==> config.mk <==
export PLATFORM = sky130hd
export DESIGN_NAME = pti_top
export DESIGN_NICKNAME = d
export VERILOG_FILES = /design/src/shared/pti_pkg.sv /design/src/hw/pti_top.sv
export SDC_FILE = /design/constraint.sdc
export NUM_CORES = 2
export LEC_CHECK = 0
export CAP_MARGIN = 10
export CORE_ASPECT_RATIO = 1.25
export CORE_MARGIN = 1.5
export CORE_UTILIZATION = 60
export CTS_CLUSTER_DIAMETER = 40
export DETAILED_ROUTE_END_ITERATION = 7
export DONT_BUFFER_PORTS = 1
export PLACE_DENSITY = 0.76
export SLEW_MARGIN = 10
export SYNTH_ARGS = -nofsm -noshare
export SYNTH_HDL_FRONTEND = slang
export SYNTH_SLANG_ARGS = --single-unit
export TNS_END_PERCENT = 100
==> constraint.sdc <==
create_clock -name ref_clk -period 109 [get_ports ref_clk]
set_clock_uncertainty 0.15 [all_clocks]
set_input_delay 16.35 -clock ref_clk [delete_from_list [all_inputs] [get_ports ref_clk]]
set_output_delay 16.35 -clock ref_clk [all_outputs]
set_load 0.02 [all_outputs]
==> src/shared/pti_pkg.sv <==
package pti_pkg;

    // Clock and timing
    localparam longint CLK_HZ          = 10_000_000;
    localparam int     CLK_PERIOD_NS   = 100;
    localparam int     FILT_TICK_MS    = 10;
    localparam int     FILT_TICK_CYC   = int'((CLK_HZ / 1000) * FILT_TICK_MS);
    localparam int     MEAS_CNT_W      = 24;
    localparam int     DIV_W           = 40;
    localparam longint FREQ_NUM        = CLK_HZ * 1000;
    localparam longint NCO_MOD         = CLK_HZ * 500;

    // Register byte offsets
    localparam logic [5:0] OFS_IN_CFG    = 6'h00;
    localparam logic [5:0] OFS_IN_SCALE  = 6'h04;
    localparam logic [5:0] OFS_IN_GAIN   = 6'h08;
    localparam logic [5:0] OFS_IN_BIAS   = 6'h0C;
    localparam logic [5:0] OFS_FILT_TIME = 6'h10;
    localparam logic [5:0] OFS_MAX_FREQ  = 6'h14;
    localparam logic [5:0] OFS_OUT_SRC   = 6'h18;
    localparam logic [5:0] OFS_OUT_SCALE = 6'h1C;
    localparam logic [5:0] OFS_MON_PCT   = 6'h20;
    localparam logic [5:0] OFS_STATUS    = 6'h24;
    localparam logic [5:0] OFS_IRQ_STAT  = 6'h28;
    localparam logic [5:0] OFS_IRQ_MASK  = 6'h2C;
    localparam logic [5:0] OFS_FREQ_REF  = 6'h30;

    // Input configuration word, bits [13:0]
    typedef struct packed {
        logic [3:0] pid_mode;
        logic [3:0] fb_src;
        logic [3:0] ref_src;
        logic [1:0] in_func;
    } pti_in_cfg_t;

    localparam pti_in_cfg_t RST_IN_CFG = '{4'h0, 4'h0, 4'h4, 2'h0};
    localparam logic [15:0] RST_IN_SCALE  = 16'h2710;
    localparam logic [13:0] RST_IN_GAIN   = 14'h03E8;
    localparam logic [15:0] RST_IN_BIAS   = 16'h0000;
    localparam logic [7:0]  RST_FILT_TIME = 8'h0A;
    localparam logic [15:0] RST_MAX_FREQ  = 16'h1770;
    localparam logic [2:0]  RST_OUT_SRC   = 3'h2;
    localparam logic [15:0] RST_OUT_SCALE = 16'h2710;

    // Selection codes
    localparam logic [1:0] IN_FUNC_GENERAL = 2'h0;
    localparam logic [1:0] IN_FUNC_DUTY    = 2'h1;
    localparam logic [1:0] IN_FUNC_TARGET  = 2'h2;
    localparam logic [3:0] REF_SRC_PULSE   = 4'h4;
    localparam logic [3:0] REF_SRC_PID     = 4'h5;
    localparam logic [3:0] FB_SRC_PULSE    = 4'h3;
    localparam logic [2:0] OUT_OUT_FREQ    = 3'h2;
    localparam logic [2:0] OUT_ENCODER     = 3'h7;

    // Ranges, percentages in 0.1 % steps
    localparam logic [15:0] GEN_SCALE_MIN  = 16'h0032;
    localparam logic [15:0] GEN_SCALE_MAX  = 16'h7D00;
    localparam logic [15:0] DUTY_SCALE_MIN = 16'h000A;
    localparam logic [15:0] DUTY_SCALE_MAX = 16'h03E8;
    localparam logic [13:0] GAIN_MAX       = 14'h2710;
    localparam logic [15:0] BIAS_MAX_ABS   = 16'h03E8;
    localparam logic [7:0]  FILT_MAX       = 8'hC8;
    localparam logic [15:0] OUT_SCALE_MAX  = 16'h7D00;
    localparam logic [15:0] PCT_FULL       = 16'h03E8;
    localparam logic [15:0] PCT_MAX        = 16'h2710;
    localparam logic [15:0] DUTY_BAND_LO   = 16'h007D;
    localparam logic [15:0] DUTY_BAND_HI   = 16'h036B;

    // Interrupt bits
    localparam int IRQ_W    = 3;
    localparam int IRQ_MEAS = 0;
    localparam int IRQ_CFG  = 1;
    localparam int IRQ_LOST = 2;

    typedef enum logic [1:0] {
        ST_IDLE  = 2'b00,
        ST_FREQ  = 2'b01,
        ST_DUTY  = 2'b11,
        ST_APPLY = 2'b10
    } pti_calc_st_t;

endpackage

==> src/hw/pti_top.sv <==
`timescale 1ns/100ps

module pti_top
    import pti_pkg::*;
#(
    parameter int FILT_TICK = FILT_TICK_CYC,
    parameter int CNT_W     = MEAS_CNT_W
) (
    input  wire logic        ref_clk,
    input  wire logic        rst_n,
    input  wire logic [3:0]  avs_address,
    input  wire logic        avs_read,
    input  wire logic        avs_write,
    input  wire logic [31:0] avs_writedata,
    input  wire logic [3:0]  avs_byteenable,
    output logic      [31:0] avs_readdata,
    output logic             avs_waitrequest,
    output logic             irq,
    input  wire logic        train_input_terminal,
    input  wire logic        encoder_feedback_card,
    input  wire logic        fwd_cmd_in,
    input  wire logic        rev_cmd_in,
    input  wire logic [15:0] freq_cmd_pct,
    input  wire logic [15:0] out_freq_pct,
    input  wire logic [15:0] soft_start_pct,
    input  wire logic [15:0] motor_speed_pct,
    input  wire logic [15:0] pid_fb_pct,
    input  wire logic [15:0] pid_in_pct,
    input  wire logic [15:0] drive_out_freq,
    output logic             train_output_terminal,
    output logic [19:0]      freq_ref,
    output logic             freq_ref_sel,
    output logic [15:0]      pid_value,
    output logic             pid_fb_sel,
    output logic             pid_target_sel,
    output logic             pulse_config_error_code,
    output logic             dir_fwd,
    output logic             dir_rev
);

    function automatic logic hit(input logic [3:0] a, input logic [5:0] ofs);
        hit = (a == ofs[5:2]);
    endfunction

    function automatic logic [31:0] merge(input logic [31:0] old, input logic [31:0] wd,
                                          input logic [3:0] be);
        logic [31:0] m;
        m = {{8{be[3]}}, {8{be[2]}}, {8{be[1]}}, {8{be[0]}}};
        merge = (old & ~m) | (wd & m);
    endfunction

    function automatic logic scale_ok(input logic [1:0] f, input logic [15:0] v);
        if (f == IN_FUNC_DUTY)
            scale_ok = (v >= DUTY_SCALE_MIN) && (v <= DUTY_SCALE_MAX);
        else
            scale_ok = (v >= GEN_SCALE_MIN) && (v <= GEN_SCALE_MAX);
    endfunction

    function automatic logic [15:0] clamp16(input logic [31:0] v, input logic [15:0] lim);
        clamp16 = (v > {16'h0000, lim}) ? lim : v[15:0];
    endfunction

    // Registers
    pti_in_cfg_t  cfg_r;
    logic [15:0]  in_scale_r;
    logic [13:0]  gain_r;
    logic [15:0]  bias_r;
    logic [7:0]   filt_time_r;
    logic [15:0]  max_freq_r;
    logic [2:0]   out_src_r;
    logic [15:0]  out_scale_r;
    logic [IRQ_W-1:0] irq_stat_r;
    logic [IRQ_W-1:0] irq_mask_r;
    logic         wait_r;
    logic [31:0]  rdata_r;
    logic         irq_r;

    // Bus decode
    wire wr_go = avs_write & ~wait_r;
    wire rd_go = avs_read & ~wait_r;
    wire [31:0] wd_cfg   = merge({18'h00000, cfg_r}, avs_writedata, avs_byteenable);
    wire [31:0] wd_scale = merge({16'h0000, in_scale_r}, avs_writedata, avs_byteenable);
    wire [31:0] wd_gain  = merge({18'h00000, gain_r}, avs_writedata, avs_byteenable);
    wire [31:0] wd_bias  = merge({16'h0000, bias_r}, avs_writedata, avs_byteenable);
    wire [31:0] wd_filt  = merge({24'h000000, filt_time_r}, avs_writedata, avs_byteenable);
    wire [31:0] wd_maxf  = merge({16'h0000, max_freq_r}, avs_writedata, avs_byteenable);
    wire [31:0] wd_osrc  = merge({29'h00000000, out_src_r}, avs_writedata, avs_byteenable);
    wire [31:0] wd_oscl  = merge({16'h0000, out_scale_r}, avs_writedata, avs_byteenable);
    wire [31:0] wd_mask  = merge({29'h00000000, irq_mask_r}, avs_writedata, avs_byteenable);
    wire [31:0] wd_clr   = avs_writedata & {{8{avs_byteenable[3]}}, {8{avs_byteenable[2]}},
                                            {8{avs_byteenable[1]}}, {8{avs_byteenable[0]}}};
    wire pti_in_cfg_t new_cfg = pti_in_cfg_t'(wd_cfg[13:0]);
    wire bias_neg = wd_bias[15];
    wire [15:0] bias_abs = bias_neg ? (16'h0000 - wd_bias[15:0]) : wd_bias[15:0];
    wire gain_ok  = wd_gain[13:0] <= GAIN_MAX;
    wire bias_ok  = bias_abs <= BIAS_MAX_ABS;
    wire filt_ok  = wd_filt[7:0] <= FILT_MAX;
    wire osrc_ok  = wd_osrc[2:0] != 3'h0;
    wire oscl_ok  = wd_oscl[15:0] <= OUT_SCALE_MAX;
    wire cfg_ok   = scale_ok(new_cfg.in_func, in_scale_r) && (new_cfg.in_func != 2'h3);

    // Input synchronisers
    logic [3:0] sync1_r;
    logic [3:0] sync2_r;
    logic       in_d_r;
    always_ff @(posedge ref_clk or negedge rst_n) begin
        if (!rst_n) begin
            sync1_r <= 4'h0;
            sync2_r <= 4'h0;
            in_d_r  <= 1'b0;
        end else begin
            sync1_r <= {rev_cmd_in, fwd_cmd_in, encoder_feedback_card, train_input_terminal};
            sync2_r <= sync1_r;
            in_d_r  <= sync2_r[0];
        end
    end
    wire in_s   = sync2_r[0];
    wire enc_s  = sync2_r[1];
    wire fwd_s  = sync2_r[2];
    wire rev_s  = sync2_r[3];
    wire rise   = in_s & ~in_d_r;
    wire fall   = ~in_s & in_d_r;

    // Period and high-time counting
    logic [CNT_W-1:0] cnt_r;
    logic [CNT_W-1:0] period_r;
    logic [CNT_W-1:0] high_r;
    logic             seen_r;
    logic             lost_r;
    wire cnt_full = &cnt_r;
    always_ff @(posedge ref_clk or negedge rst_n) begin
        if (!rst_n) begin
            cnt_r    <= '0;
            period_r <= '0;
            high_r   <= '0;
            seen_r   <= 1'b0;
            lost_r   <= 1'b1;
        end else begin
            if (rise) begin
                cnt_r    <= '0;
                period_r <= cnt_r + 1'b1;
                seen_r   <= 1'b1;
                lost_r   <= ~seen_r;
            end else if (cnt_full) begin
                seen_r <= 1'b0;
                lost_r <= 1'b1;
            end else begin
                cnt_r <= cnt_r + 1'b1;
            end
            if (fall)
                high_r <= cnt_r + 1'b1;
        end
    end

    // Shared serial divider, frequency first then duty
    pti_calc_st_t     st_r;
    logic [DIV_W-1:0] quo_r;
    logic [DIV_W:0]   rem_r;
    logic [DIV_W-1:0] den_r;
    logic [5:0]       bit_r;
    logic [15:0]      freq_pct_r;
    logic [15:0]      duty_pct_r;
    logic             meas_ev_r;
    wire [DIV_W:0]   trial   = {rem_r[DIV_W-1:0], quo_r[DIV_W-1]};
    wire             fits    = trial >= {1'b0, den_r};
    wire [DIV_W:0]   rem_nxt = fits ? (trial - {1'b0, den_r}) : trial;
    wire [DIV_W-1:0] quo_nxt = {quo_r[DIV_W-2:0], fits};
    wire             div_end = (bit_r == 6'h00);
    // Period of the rise just seen, not the stored one, which lags a period
    wire [DIV_W-1:0] freq_den = (DIV_W'(cnt_r) + 1'b1) * DIV_W'(in_scale_r);
    wire [DIV_W-1:0] duty_num = DIV_W'(high_r) * DIV_W'(PCT_FULL);
    wire [15:0]      quo_pct  = (|quo_r[DIV_W-1:16]) ? PCT_MAX : clamp16({16'h0000, quo_r[15:0]}, PCT_MAX);
    always_ff @(posedge ref_clk or negedge rst_n) begin
        if (!rst_n) begin
            st_r       <= ST_IDLE;
            quo_r      <= '0;
            rem_r      <= '0;
            den_r      <= '0;
            bit_r      <= 6'h00;
            freq_pct_r <= 16'h0000;
            duty_pct_r <= 16'h0000;
            meas_ev_r  <= 1'b0;
        end else begin
            meas_ev_r <= 1'b0;
            unique case (st_r)
                ST_IDLE: if (rise && seen_r) begin
                    st_r  <= ST_FREQ;
                    quo_r <= DIV_W'(FREQ_NUM);
                    rem_r <= '0;
                    den_r <= freq_den;
                    bit_r <= 6'(DIV_W - 1);
                end
                ST_FREQ: begin
                    quo_r <= quo_nxt;
                    rem_r <= rem_nxt;
                    bit_r <= bit_r - 6'h01;
                    if (div_end) begin
                        st_r <= ST_DUTY;
                        freq_pct_r <= ((|quo_nxt[DIV_W-1:16]) ? PCT_MAX
                                       : clamp16({16'h0000, quo_nxt[15:0]}, PCT_MAX));
                        quo_r <= duty_num;
                        rem_r <= '0;
                        den_r <= DIV_W'(period_r);
                        bit_r <= 6'(DIV_W - 1);
                    end
                end
                ST_DUTY: begin
                    quo_r <= quo_nxt;
                    rem_r <= rem_nxt;
                    bit_r <= bit_r - 6'h01;
                    if (div_end)
                        st_r <= ST_APPLY;
                end
                ST_APPLY: begin
                    duty_pct_r <= quo_pct;
                    meas_ev_r  <= 1'b1;
                    st_r       <= ST_IDLE;
                end
            endcase
        end
    end

    // Activity, monitor and gain/bias
    wire duty_mode = cfg_r.in_func == IN_FUNC_DUTY;
    wire duty_in_band = (duty_pct_r >= DUTY_BAND_LO) && (duty_pct_r <= DUTY_BAND_HI);
    wire active     = ~lost_r && (~duty_mode || duty_in_band);
    wire [15:0] raw_pct = active ? freq_pct_r : 16'h0000;
    wire [15:0] mon_pct = duty_mode ? duty_pct_r : freq_pct_r;
    wire [31:0] gained  = (32'(raw_pct) * 32'(gain_r)) / 32'(PCT_FULL);
    wire [31:0] biased  = gained + {{16{bias_r[15]}}, bias_r};
    wire [15:0] scaled_pct = biased[31] ? 16'h0000 : clamp16(biased, PCT_MAX);

    // Low-pass filter, one step per tick; a filter time of 0 passes scaled_pct through every cycle
    logic [31:0] tick_r;
    logic [15:0] filt_r;
    wire        tick    = (tick_r == 32'(FILT_TICK - 1));
    wire        up      = scaled_pct >= filt_r;
    wire [15:0] diff    = up ? (scaled_pct - filt_r) : (filt_r - scaled_pct);
    wire [15:0] quot    = diff / (16'(filt_time_r) + 16'h0001);
    wire [15:0] stepv   = ((quot == 16'h0000) && (diff != 16'h0000)) ? 16'h0001 : quot;
    wire [15:0] filt_nxt = up ? (filt_r + stepv) : (filt_r - stepv);
    wire [31:0] ref_nxt  = (32'(filt_r) * 32'(max_freq_r)) / 32'(PCT_FULL);
    always_ff @(posedge ref_clk or negedge rst_n) begin
        if (!rst_n) begin
            tick_r <= 32'h00000000;
            filt_r <= 16'h0000;
        end else begin
            tick_r <= tick ? 32'h00000000 : tick_r + 32'h00000001;
            if (filt_time_r == 8'h00)
                filt_r <= scaled_pct;
            else if (tick)
                filt_r <= filt_nxt;
        end
    end

    // Routing and configuration checks
    wire sel_ref = (cfg_r.ref_src == REF_SRC_PULSE) && (cfg_r.in_func == IN_FUNC_GENERAL);
    wire sel_fb  = (cfg_r.ref_src == REF_SRC_PID) && duty_mode
                   && (cfg_r.fb_src == FB_SRC_PULSE);
    wire sel_tg  = (cfg_r.ref_src == REF_SRC_PID) && (cfg_r.in_func == IN_FUNC_TARGET);
    wire err_a   = duty_mode && (cfg_r.fb_src != FB_SRC_PULSE);
    wire err_b   = (cfg_r.in_func == IN_FUNC_GENERAL) && (cfg_r.pid_mode != 4'h0);
    wire cfg_err = err_a | err_b;
    logic cfg_err_r;
    logic lost_d_r;
    always_ff @(posedge ref_clk or negedge rst_n) begin
        if (!rst_n) begin
            freq_ref       <= 20'h00000;
            freq_ref_sel   <= 1'b0;
            pid_value      <= 16'h0000;
            pid_fb_sel     <= 1'b0;
            pid_target_sel <= 1'b0;
            cfg_err_r      <= 1'b0;
            lost_d_r       <= 1'b1;
            dir_fwd        <= 1'b0;
            dir_rev        <= 1'b0;
        end else begin
            freq_ref       <= sel_ref ? ref_nxt[19:0] : 20'h00000;
            freq_ref_sel   <= sel_ref;
            pid_value      <= filt_r;
            pid_fb_sel     <= sel_fb;
            pid_target_sel <= sel_tg;
            cfg_err_r      <= cfg_err;
            lost_d_r       <= ~active;
            dir_fwd        <= fwd_s & ~rev_s;
            dir_rev        <= rev_s & ~fwd_s;
        end
    end
    assign pulse_config_error_code = cfg_err_r;

    // Pulse output generator
    logic [15:0] src_pct;
    always_comb begin
        unique case (out_src_r)
            3'h1:    src_pct = freq_cmd_pct;
            3'h2:    src_pct = out_freq_pct;
            3'h3:    src_pct = soft_start_pct;
            3'h4:    src_pct = motor_speed_pct;
            3'h5:    src_pct = pid_fb_pct;
            3'h6:    src_pct = pid_in_pct;
            default: src_pct = 16'h0000;
        endcase
    end
    wire [15:0] out_pct   = clamp16({16'h0000, src_pct}, PCT_FULL);
    wire        sync_mode = (out_src_r == OUT_OUT_FREQ) && (out_scale_r == 16'h0000);
    wire [33:0] nco_step  = sync_mode ? (34'(drive_out_freq) * 34'h000000000A)
                                      : (34'(out_scale_r) * 34'(out_pct));
    logic [33:0] acc_r;
    logic        nco_r;
    logic        po_r;
    wire [33:0] acc_sum = acc_r + nco_step;
    wire        wrap    = acc_sum >= 34'(NCO_MOD);
    always_ff @(posedge ref_clk or negedge rst_n) begin
        if (!rst_n) begin
            acc_r <= 34'h000000000;
            nco_r <= 1'b0;
            po_r  <= 1'b0;
        end else begin
            acc_r <= wrap ? (acc_sum - 34'(NCO_MOD)) : acc_sum;
            nco_r <= wrap ? ~nco_r : nco_r;
            po_r  <= (out_src_r == OUT_ENCODER) ? enc_s : nco_r;
        end
    end
    assign train_output_terminal = po_r;

    // Register file and Avalon slave, one wait state per access
    wire [IRQ_W-1:0] irq_ev = {lost_d_r == 1'b0 && active == 1'b0,
                               cfg_err & ~cfg_err_r, meas_ev_r};
    wire [IRQ_W-1:0] clr    = (wr_go && hit(avs_address, OFS_IRQ_STAT)) ? wd_clr[IRQ_W-1:0]
                                                                         : '0;
    logic [31:0] rd_mux;
    always_comb begin
        rd_mux = 32'h00000000;
        if (hit(avs_address, OFS_IN_CFG))    rd_mux = {18'h00000, cfg_r};
        if (hit(avs_address, OFS_IN_SCALE))  rd_mux = {16'h0000, in_scale_r};
        if (hit(avs_address, OFS_IN_GAIN))   rd_mux = {18'h00000, gain_r};
        if (hit(avs_address, OFS_IN_BIAS))   rd_mux = {16'h0000, bias_r};
        if (hit(avs_address, OFS_FILT_TIME)) rd_mux = {24'h000000, filt_time_r};
        if (hit(avs_address, OFS_MAX_FREQ))  rd_mux = {16'h0000, max_freq_r};
        if (hit(avs_address, OFS_OUT_SRC))   rd_mux = {29'h00000000, out_src_r};
        if (hit(avs_address, OFS_OUT_SCALE)) rd_mux = {16'h0000, out_scale_r};
        if (hit(avs_address, OFS_MON_PCT))   rd_mux = {16'h0000, mon_pct};
        if (hit(avs_address, OFS_STATUS))    rd_mux = {29'h00000000, cfg_err_r, active, seen_r};
        if (hit(avs_address, OFS_IRQ_STAT))  rd_mux = {29'h00000000, irq_stat_r};
        if (hit(avs_address, OFS_IRQ_MASK))  rd_mux = {29'h00000000, irq_mask_r};
        if (hit(avs_address, OFS_FREQ_REF))  rd_mux = {12'h000, freq_ref};
    end

    always_ff @(posedge ref_clk or negedge rst_n) begin
        if (!rst_n) begin
            cfg_r       <= RST_IN_CFG;
            in_scale_r  <= RST_IN_SCALE;
            gain_r      <= RST_IN_GAIN;
            bias_r      <= RST_IN_BIAS;
            filt_time_r <= RST_FILT_TIME;
            max_freq_r  <= RST_MAX_FREQ;
            out_src_r   <= RST_OUT_SRC;
            out_scale_r <= RST_OUT_SCALE;
            irq_mask_r  <= '0;
        end else if (wr_go) begin
            // Out-of-range values are dropped; setups that raise cfg_err are still stored
            if (hit(avs_address, OFS_IN_CFG) && cfg_ok)     cfg_r <= new_cfg;
            if (hit(avs_address, OFS_IN_SCALE) && scale_ok(cfg_r.in_func, wd_scale[15:0]))
                in_scale_r <= wd_scale[15:0];
            if (hit(avs_address, OFS_IN_GAIN) && gain_ok)   gain_r <= wd_gain[13:0];
            if (hit(avs_address, OFS_IN_BIAS) && bias_ok)   bias_r <= wd_bias[15:0];
            if (hit(avs_address, OFS_FILT_TIME) && filt_ok) filt_time_r <= wd_filt[7:0];
            if (hit(avs_address, OFS_MAX_FREQ))             max_freq_r <= wd_maxf[15:0];
            if (hit(avs_address, OFS_OUT_SRC) && osrc_ok)   out_src_r <= wd_osrc[2:0];
            if (hit(avs_address, OFS_OUT_SCALE) && oscl_ok) out_scale_r <= wd_oscl[15:0];
            if (hit(avs_address, OFS_IRQ_MASK))             irq_mask_r <= wd_mask[IRQ_W-1:0];
        end
    end

    always_ff @(posedge ref_clk or negedge rst_n) begin
        if (!rst_n) begin
            wait_r     <= 1'b1;
            rdata_r    <= 32'h00000000;
            irq_stat_r <= '0;
            irq_r      <= 1'b0;
        end else begin
            wait_r     <= ~((avs_read | avs_write) & wait_r);
            rdata_r    <= ((avs_read | avs_write) & wait_r) ? rd_mux : rdata_r;
            // Set beats clear in the same cycle
            irq_stat_r <= (irq_stat_r & ~clr) | irq_ev;
            irq_r      <= |(irq_stat_r & irq_mask_r);
        end
    end
    assign avs_readdata    = rdata_r;
    assign avs_waitrequest = wait_r;
    assign irq             = irq_r;

endmodule

* Word level (Yosys, flattened, before mapping)
Cells that the tools add are included.
** Word-level totals
- Bits in read-only memories :: 0
- Register bits after elaboration :: 514
- Logic and storage cells :: 290
- Bits in writable memories :: 0
- Input bits :: 160
- Memories :: 0
- Latch bits :: 0
- Output and inout port bits :: 77
** Cells by class
- Mux-type cells :: 62
- Add/sub/neg operators :: 14
- Equal/unequal tests :: 35
- Reduce and logical (&&, ||, !) cells :: 57
- $lt $le $gt $ge :: 21
- Div/mod/pow operators :: 3
- Bitwise operators :: 46
- Multiply operators :: 6
- Shift-type cells :: 0
** Operators with widths (number)
- $mux W32 :: 14
- $mux W40 :: 7
- $mux W16 :: 15
- $pmux W40 S3 :: 2
- $pmux W16 S6 :: 1
- $and A16 B16 Y16 :: 5
- $pmux W40 S2 :: 1
- $le A16 B10 Y1 const B :: 4
- $mul A16 B16 Y32 :: 2
- $or A16 B16 Y16 :: 4
- $le A16 B15 Y1 const B :: 3
- $mux W24 :: 2
- $reduce_or A24 Y1 :: 2
- $sub A16 B16 Y16 :: 3
- $ge A41 B40 Y1 :: 1
- $mul A25 B16 Y40 :: 1
- $sub A40 B40 Y40 :: 1
- $add A34 B32 Y34 :: 1
- $ge A34 B33 Y1 const B :: 1
- $mux W34 :: 1
- $sub A34 B33 Y34 const B :: 1
- $add A32 B1 Y32 const B :: 1
- $add A32 B32 Y32 :: 1
- $div A30 B10 Y32 const B :: 1
- other kinds (66) :: 169

* Longest topological paths before layout
- Depth after elaboration :: 21
- Depth in mapped cells :: 334
- Gate-level depth less buffers :: 308

* Worst setup path before layout
Ideal clock, no wire load.
- Path type :: reg-to-reg
- Start :: register duty_pct_r[2]
- End :: register filt_r[15]
- Slack :: 45.974 ns
- Data required time :: 108.718 ns
- Buffers on the path :: 23
- Cell stages (with the launch flop) :: 314
- Arrival time :: 62.745 ns
- Cell sequence :: dfrtp_1 -> a21oi_1 -> nor2_1 -> o211ai_1 -> nand4_1 -> a21oi_1 -> clkbuf_1 -> clkbuf_1 -> clkbuf_1 -> and3_1 -> fa_1 -> fa_1 -> fa_1 -> fa_1 -> fa_1 -> inv_1 -> fa_1 -> inv_1 -> [278 not listed] -> a21o_1 -> a21o_1 -> a21oi_1 -> o21bai_1 -> a21oi_1 -> o21bai_1 -> a21oi_1 -> o21bai_1 -> a21oi_1 -> o21bai_1 -> a21oi_1 -> o21bai_1 -> a21oi_1 -> xnor2_1 -> xnor2_1 -> nand2_1 -> xnor2_1 -> nor2_1
** Between the ends
- Cells in the longest elaborated chain, start to end :: 21
** Ends and longest elaborated chain
- from (decl) :: RTL line pti_top.sv:162 : logic [15:0] duty_pct_r;
- from (signal assigned) :: RTL line pti_top.sv:215 : duty_pct_r <= quo_pct;
- $ge A16 B7 Y1 or $le A16 B10 Y1 (tied branches) :: RTL line pti_top.sv:225 : wire duty_in_band = (duty_pct_r >= DUTY_BAND_LO) && (duty_pct_r <= DUTY_BAND_HI);
- $logic_and A1 B1 Y1 (*) :: RTL line pti_top.sv:225
- $logic_or A1 B1 Y1 (*) :: RTL line pti_top.sv:226 : wire active = ~lost_r && (~duty_mode || duty_in_band);
- $logic_and A1 B1 Y1 (*) :: RTL line pti_top.sv:226
- $mux W16 (*) :: RTL line pti_top.sv:227 : wire [15:0] raw_pct = active ? freq_pct_r : 16'h0000;
- $mul A16 B14 Y30 (*) :: RTL line pti_top.sv:229 : wire [31:0] gained = (32'(raw_pct) * 32'(gain_r)) / 32'(PCT_FULL);
- $div A30 B10 Y32 (*) :: RTL line pti_top.sv:229
- $add A32 B32 Y32 (*) :: RTL line pti_top.sv:230 : wire [31:0] biased = gained + {{16{bias_r[15]}}, bias_r};
- [5 not listed]
- $div A16 B16 Y16 :: RTL line pti_top.sv:239 : wire [15:0] quot = diff / (16'(filt_time_r) + 16'h0001);
- $logic_not A16 Y1 :: RTL line pti_top.sv:240 : wire [15:0] stepv = ((quot == 16'h0000) && (diff != 16'h0000)) ? 16'h0001 : quot;
- $logic_and A1 B1 Y1 :: RTL line pti_top.sv:240
- $mux W16 :: RTL line pti_top.sv:240
- $sub A16 B16 Y16 or $add A16 B16 Y16 (tied branches) :: RTL line pti_top.sv:241 : wire [15:0] filt_nxt = up ? (filt_r + stepv) : (filt_r - stepv);
- $mux W16 :: RTL line pti_top.sv:241
- $mux W16 :: RTL line pti_top.sv:251 : else if (tick)
- $mux W16 (*) :: RTL line pti_top.sv:249 : if (filt_time_r == 8'h00)
- to (signal assigned) :: RTL line pti_top.sv:250 : filt_r <= scaled_pct;
- to (signal assigned) :: RTL line pti_top.sv:252 : filt_r <= filt_nxt;
- to (decl) :: RTL line pti_top.sv:235 : logic [15:0] filt_r;
Mark *: on every way between the ends. The rest lies on a longest branch, timed or not. The select of a mux whose other input is x is not followed.
A chain may end at the register's enable or synchronous reset.

* Final worst setup path
- Start :: register duty_pct_r[3]
- End :: register filt_r[15]
The elaborated chain is that of the path after synthesis.

==> results <==
- The cell area after layout is 90970 µm².
- The number of max-capacitance violations reported is 0.
- The first routing iteration left about 6200 violations.
- The total global routing track utilization is 0.3396.
- The placement-stage cell area is 87990 µm².
- Among all flip-flop cells after synthesis, the most frequent one is dfrtp_1.
- Fill cells in the final layout number between 10000 and 15000.
- The netlist area before placement is about 86000 µm².
- The congestion estimate from routability-driven global placement came to 0.9511.
- Counting the buffers created by CTS gives 83.
- The synthesized design contains 0 enable-type register cells.
- Data arrives at the worst endpoint at 75.75 ns.
- The die extent in y is 426.9 µm.
- After synthesis, the share of flip-flops with an asynchronous set or reset is 1.000.
- The first-pass iteration count of the detailed router is 8.
- The final layout contains about 12000 nets.
- The headroom to the max-slew limit is 0.07124.
- Among all stages on the critical path, the largest delay is contributed by o21ai_1.
- For this run, the top clock speed supported by timing is between 10 and 15 MHz.
- The run finished, with violations left.
- The capturing element type of the critical path is a flop.
- The area growth from synthesis to layout is 5.461%.
- The most frequent cell on the critical path is o21a_1.
- The final wirelength is roughly 250000 µm.
- Entering global routing, the biggest net connects approximately 500 pins.
- The pin slew with the least headroom to its limit is 1.390 ns.
- The gate count of the mapped netlist is 10064.
- The number of max-slew violations in the final report is 0.
- The number of gates given a new drive strength after cts is 0.
- The via count of the first global-routing pass is between 70000 and 80000.
- The tightest hold margin is between 0.2 and 0.25 ns.
- The wire length per cell after detailed routing is between 20 and 25 µm.
- The number of warnings issued by yosys is 0.
- The maximum buffer depth of the clock tree is 3.
- The overall die area is between 100000 and 150000 µm².
- CTS saw approximately 500 sinks.
- The highest cell delay on the worst timing path is approximately 0.96 ns.
- Summing over every cut layer, the via total after detailed routing is 74199.
- The number of antenna violations at the first check in global routing was 14.
- The initial utilization of the core area, before any placement, comes to 0.6043.
- The first-pass GRT wire length is 398000 µm.
- The detail-routed via count per cell is 6.259.
- The region available for standard cell placement spans between 100000 and 150000 µm².
- In the final layout, the share of cells above drive strength 1 is 0.06847.
- The placed wire-length estimate after detailed placement is around 190000 µm.
- After clock tree synthesis, the clock-pin slew on the worst setup and hold paths is approximately 0.060 ns.
- The count of pins on the block boundary is 237.
- In the final timing run, aggregate negative setup slack is 0 ns.
- The number of endpoints with negative hold slack in the final report is 0.
- The overflow left after global routing is 0.
- The number of buffers inserted for hold repair after clock tree synthesis is 0.
- Subtracting the final worst setup slack from the clock period gives ~75 ns.
- The required time of the worst setup path is approximately 110 ns.
- In the layout the commonest cells are nand2_1 (1284), inv_1 (1239), fa_1 (965).
- The maximum fanout encountered on the critical timing path is between 100 and 150.
- After floorplanning, the core was divided into 155 placement rows.
- Setup violations remaining at the end of the flow were counted as 0.
- The clock network latency to the later pin of the worst-skew pair is ~0.73 ns.
- The H-tree was split into 3 levels.
- The count of buffers added on input and output ports is 0.
- For this run, design rule violations remaining after detail routing come to 44.
- The path class of the lowest-slack min-delay path is flop to flop.
- The post-synthesis cell type count is 150.
- The average cell area after synthesis is approximately 8.6 µm².
- From left edge to right edge, the die measures about 340 µm.
- After clock tree synthesis, the setup repair step added 0 buffers.
- The proportion of synthesized chip area in sequential cells is 0.1461.
- The critical path start-end classification is flop to flop.
- Leaving out fill and tap cells, the most frequent cell in the layout is nand2_1.
- In the finished design, the share of the clock period the worst path needs comes to 0.6911.
- The remaining antenna violation count is 0.
- TritonCTS built the clock tree.
- The cell sitting at the root of the clock tree is a clkbuf_16.
- The number of register bits inferred by synthesis is 502.
- Setup repair after global routing left no endpoint under its margin.
- The worst setup path is launched from a flop.
- The checks that failed: DRC.
-- area by class of cell --
type	count	area, µm²	area share
Clock buffer	98	2213	0.02433
Inverter	1245	4676	0.05140
Tap cell	1884	2357	0.02591
Antenna cell	10	25.02	0.0002751
Sequential cell	502	12600	0.1385
Timing Repair Buffer	90	715.7	0.007868
Clock inverter	55	674.4	0.007414
Multi-Input combinational cell	7970	67700	0.7443
-- routing by layer --
layer  vias to the layer above  wire (µm)  GRT usage  share of wire
met2                      2979     117200     0.5668           0.48
met3                       719      20740    0.07098          0.084
met5                         -         88          0        0.00036
met4                        12      12600     0.1650          0.051
li1                      33795          -          -              -
met1                     36694      95210     0.4178           0.39
-- stage by stage --
step	std cells	setup WS (ns)	utilization
2_1_floorplan	10173	45.97	-
3_3_place_gp	11689	36.95	0.6165
3_5_place_dp	11689	35.21	0.6165
4_1_cts	11842	34.58	0.6367
5_1_grt	11847	28.19	0.6372
6_report	11854	33.67	0.6373
-- cells by family after synthesis --
family | Yosys count | synth area share
adders and majority gates | 1735 | 0.3355
and+or+nand+nor | 3141 | 0.1733
AOI/OAI and AO/OA | 2174 | 0.1777
muxes | 325 | 0.04128
buffers and inverters | 1701 | 0.07656
other | 2 | 0.00008707
xor gates and xnor gates | 484 | 0.04954
DFF | 502 | 0.1461
-- final timing paths --
path                       slack [ns]  cells after the start            to     startpoint
max                             33.67                    300    filt_r[15]  duty_pct_r[3]
min                              0.20                      0    sync2_r[1]     sync1_r[1]
max reg2reg                     33.67                    300    filt_r[15]  duty_pct_r[3]
min reg2reg                      0.20                      0    sync2_r[1]     sync1_r[1]
max in group asynchronous       91.39                      2  out_src_r[0]          rst_n
min in group asynchronous       15.17                      0    sync2_r[3]          rst_n
-- worst max-delay path, delay by kind of cell (launching register included) --
family,cells,cell delay (ns)
compound gates,185,41.35
xor+xnor,6,1.49
fa+ha+maj,28,9.91
buf+inv,14,2.19
flops,1,0.44
mux,19,6.80
simple gates,48,12.59
-- state kept, by name, indices dropped and copies added (netlist names), 14 cells and up, named ones only --
register      cells
filt_r           16
den_r            40
cnt_r            24
tick_r           32
pid_value        16
period_r         24
acc_r            34
high_r           24
freq_pct_r       16
out_scale_r      16
quo_r            40
in_scale_r       16
duty_pct_r       16
bias_r           16
avs_readdata     20
gain_r           14
freq_ref         20
rem_r            40
-- synth_stat cells, drive strengths merged, types with 66 or more instances --
| library cell | n | area share |
|---|---|---|
| nand3 | 172 | 0.010 |
| inv | 1243 | 0.054 |
| o211ai | 70 | 0.0067 |
| and3 | 158 | 0.011 |
| a21o | 179 | 0.016 |
| ha | 764 | 0.11 |
| a211oi | 81 | 0.0077 |
| o21ai | 410 | 0.024 |
| nor3 | 237 | 0.014 |
| nor2 | 539 | 0.024 |
| or3 | 69 | 0.0051 |
| xnor2 | 365 | 0.037 |
| xor2 | 119 | 0.012 |
| o31ai | 66 | 0.0064 |
| a21oi | 503 | 0.030 |
| and2 | 296 | 0.022 |
| clkbuf | 368 | 0.016 |
| nand4 | 68 | 0.0051 |
| dfrtp | 472 | 0.14 |
| o21bai | 112 | 0.0098 |
| mux2 | 191 | 0.025 |
| nand2 | 1286 | 0.056 |
| o21a | 138 | 0.012 |
| buf | 87 | 0.0062 |
| nor4 | 81 | 0.0069 |
| mux2i | 131 | 0.015 |
| fa | 965 | 0.22 |
Power is not shown: default switching activity piles up to over one toggle a cycle in this logic, so the estimate is an artifact.
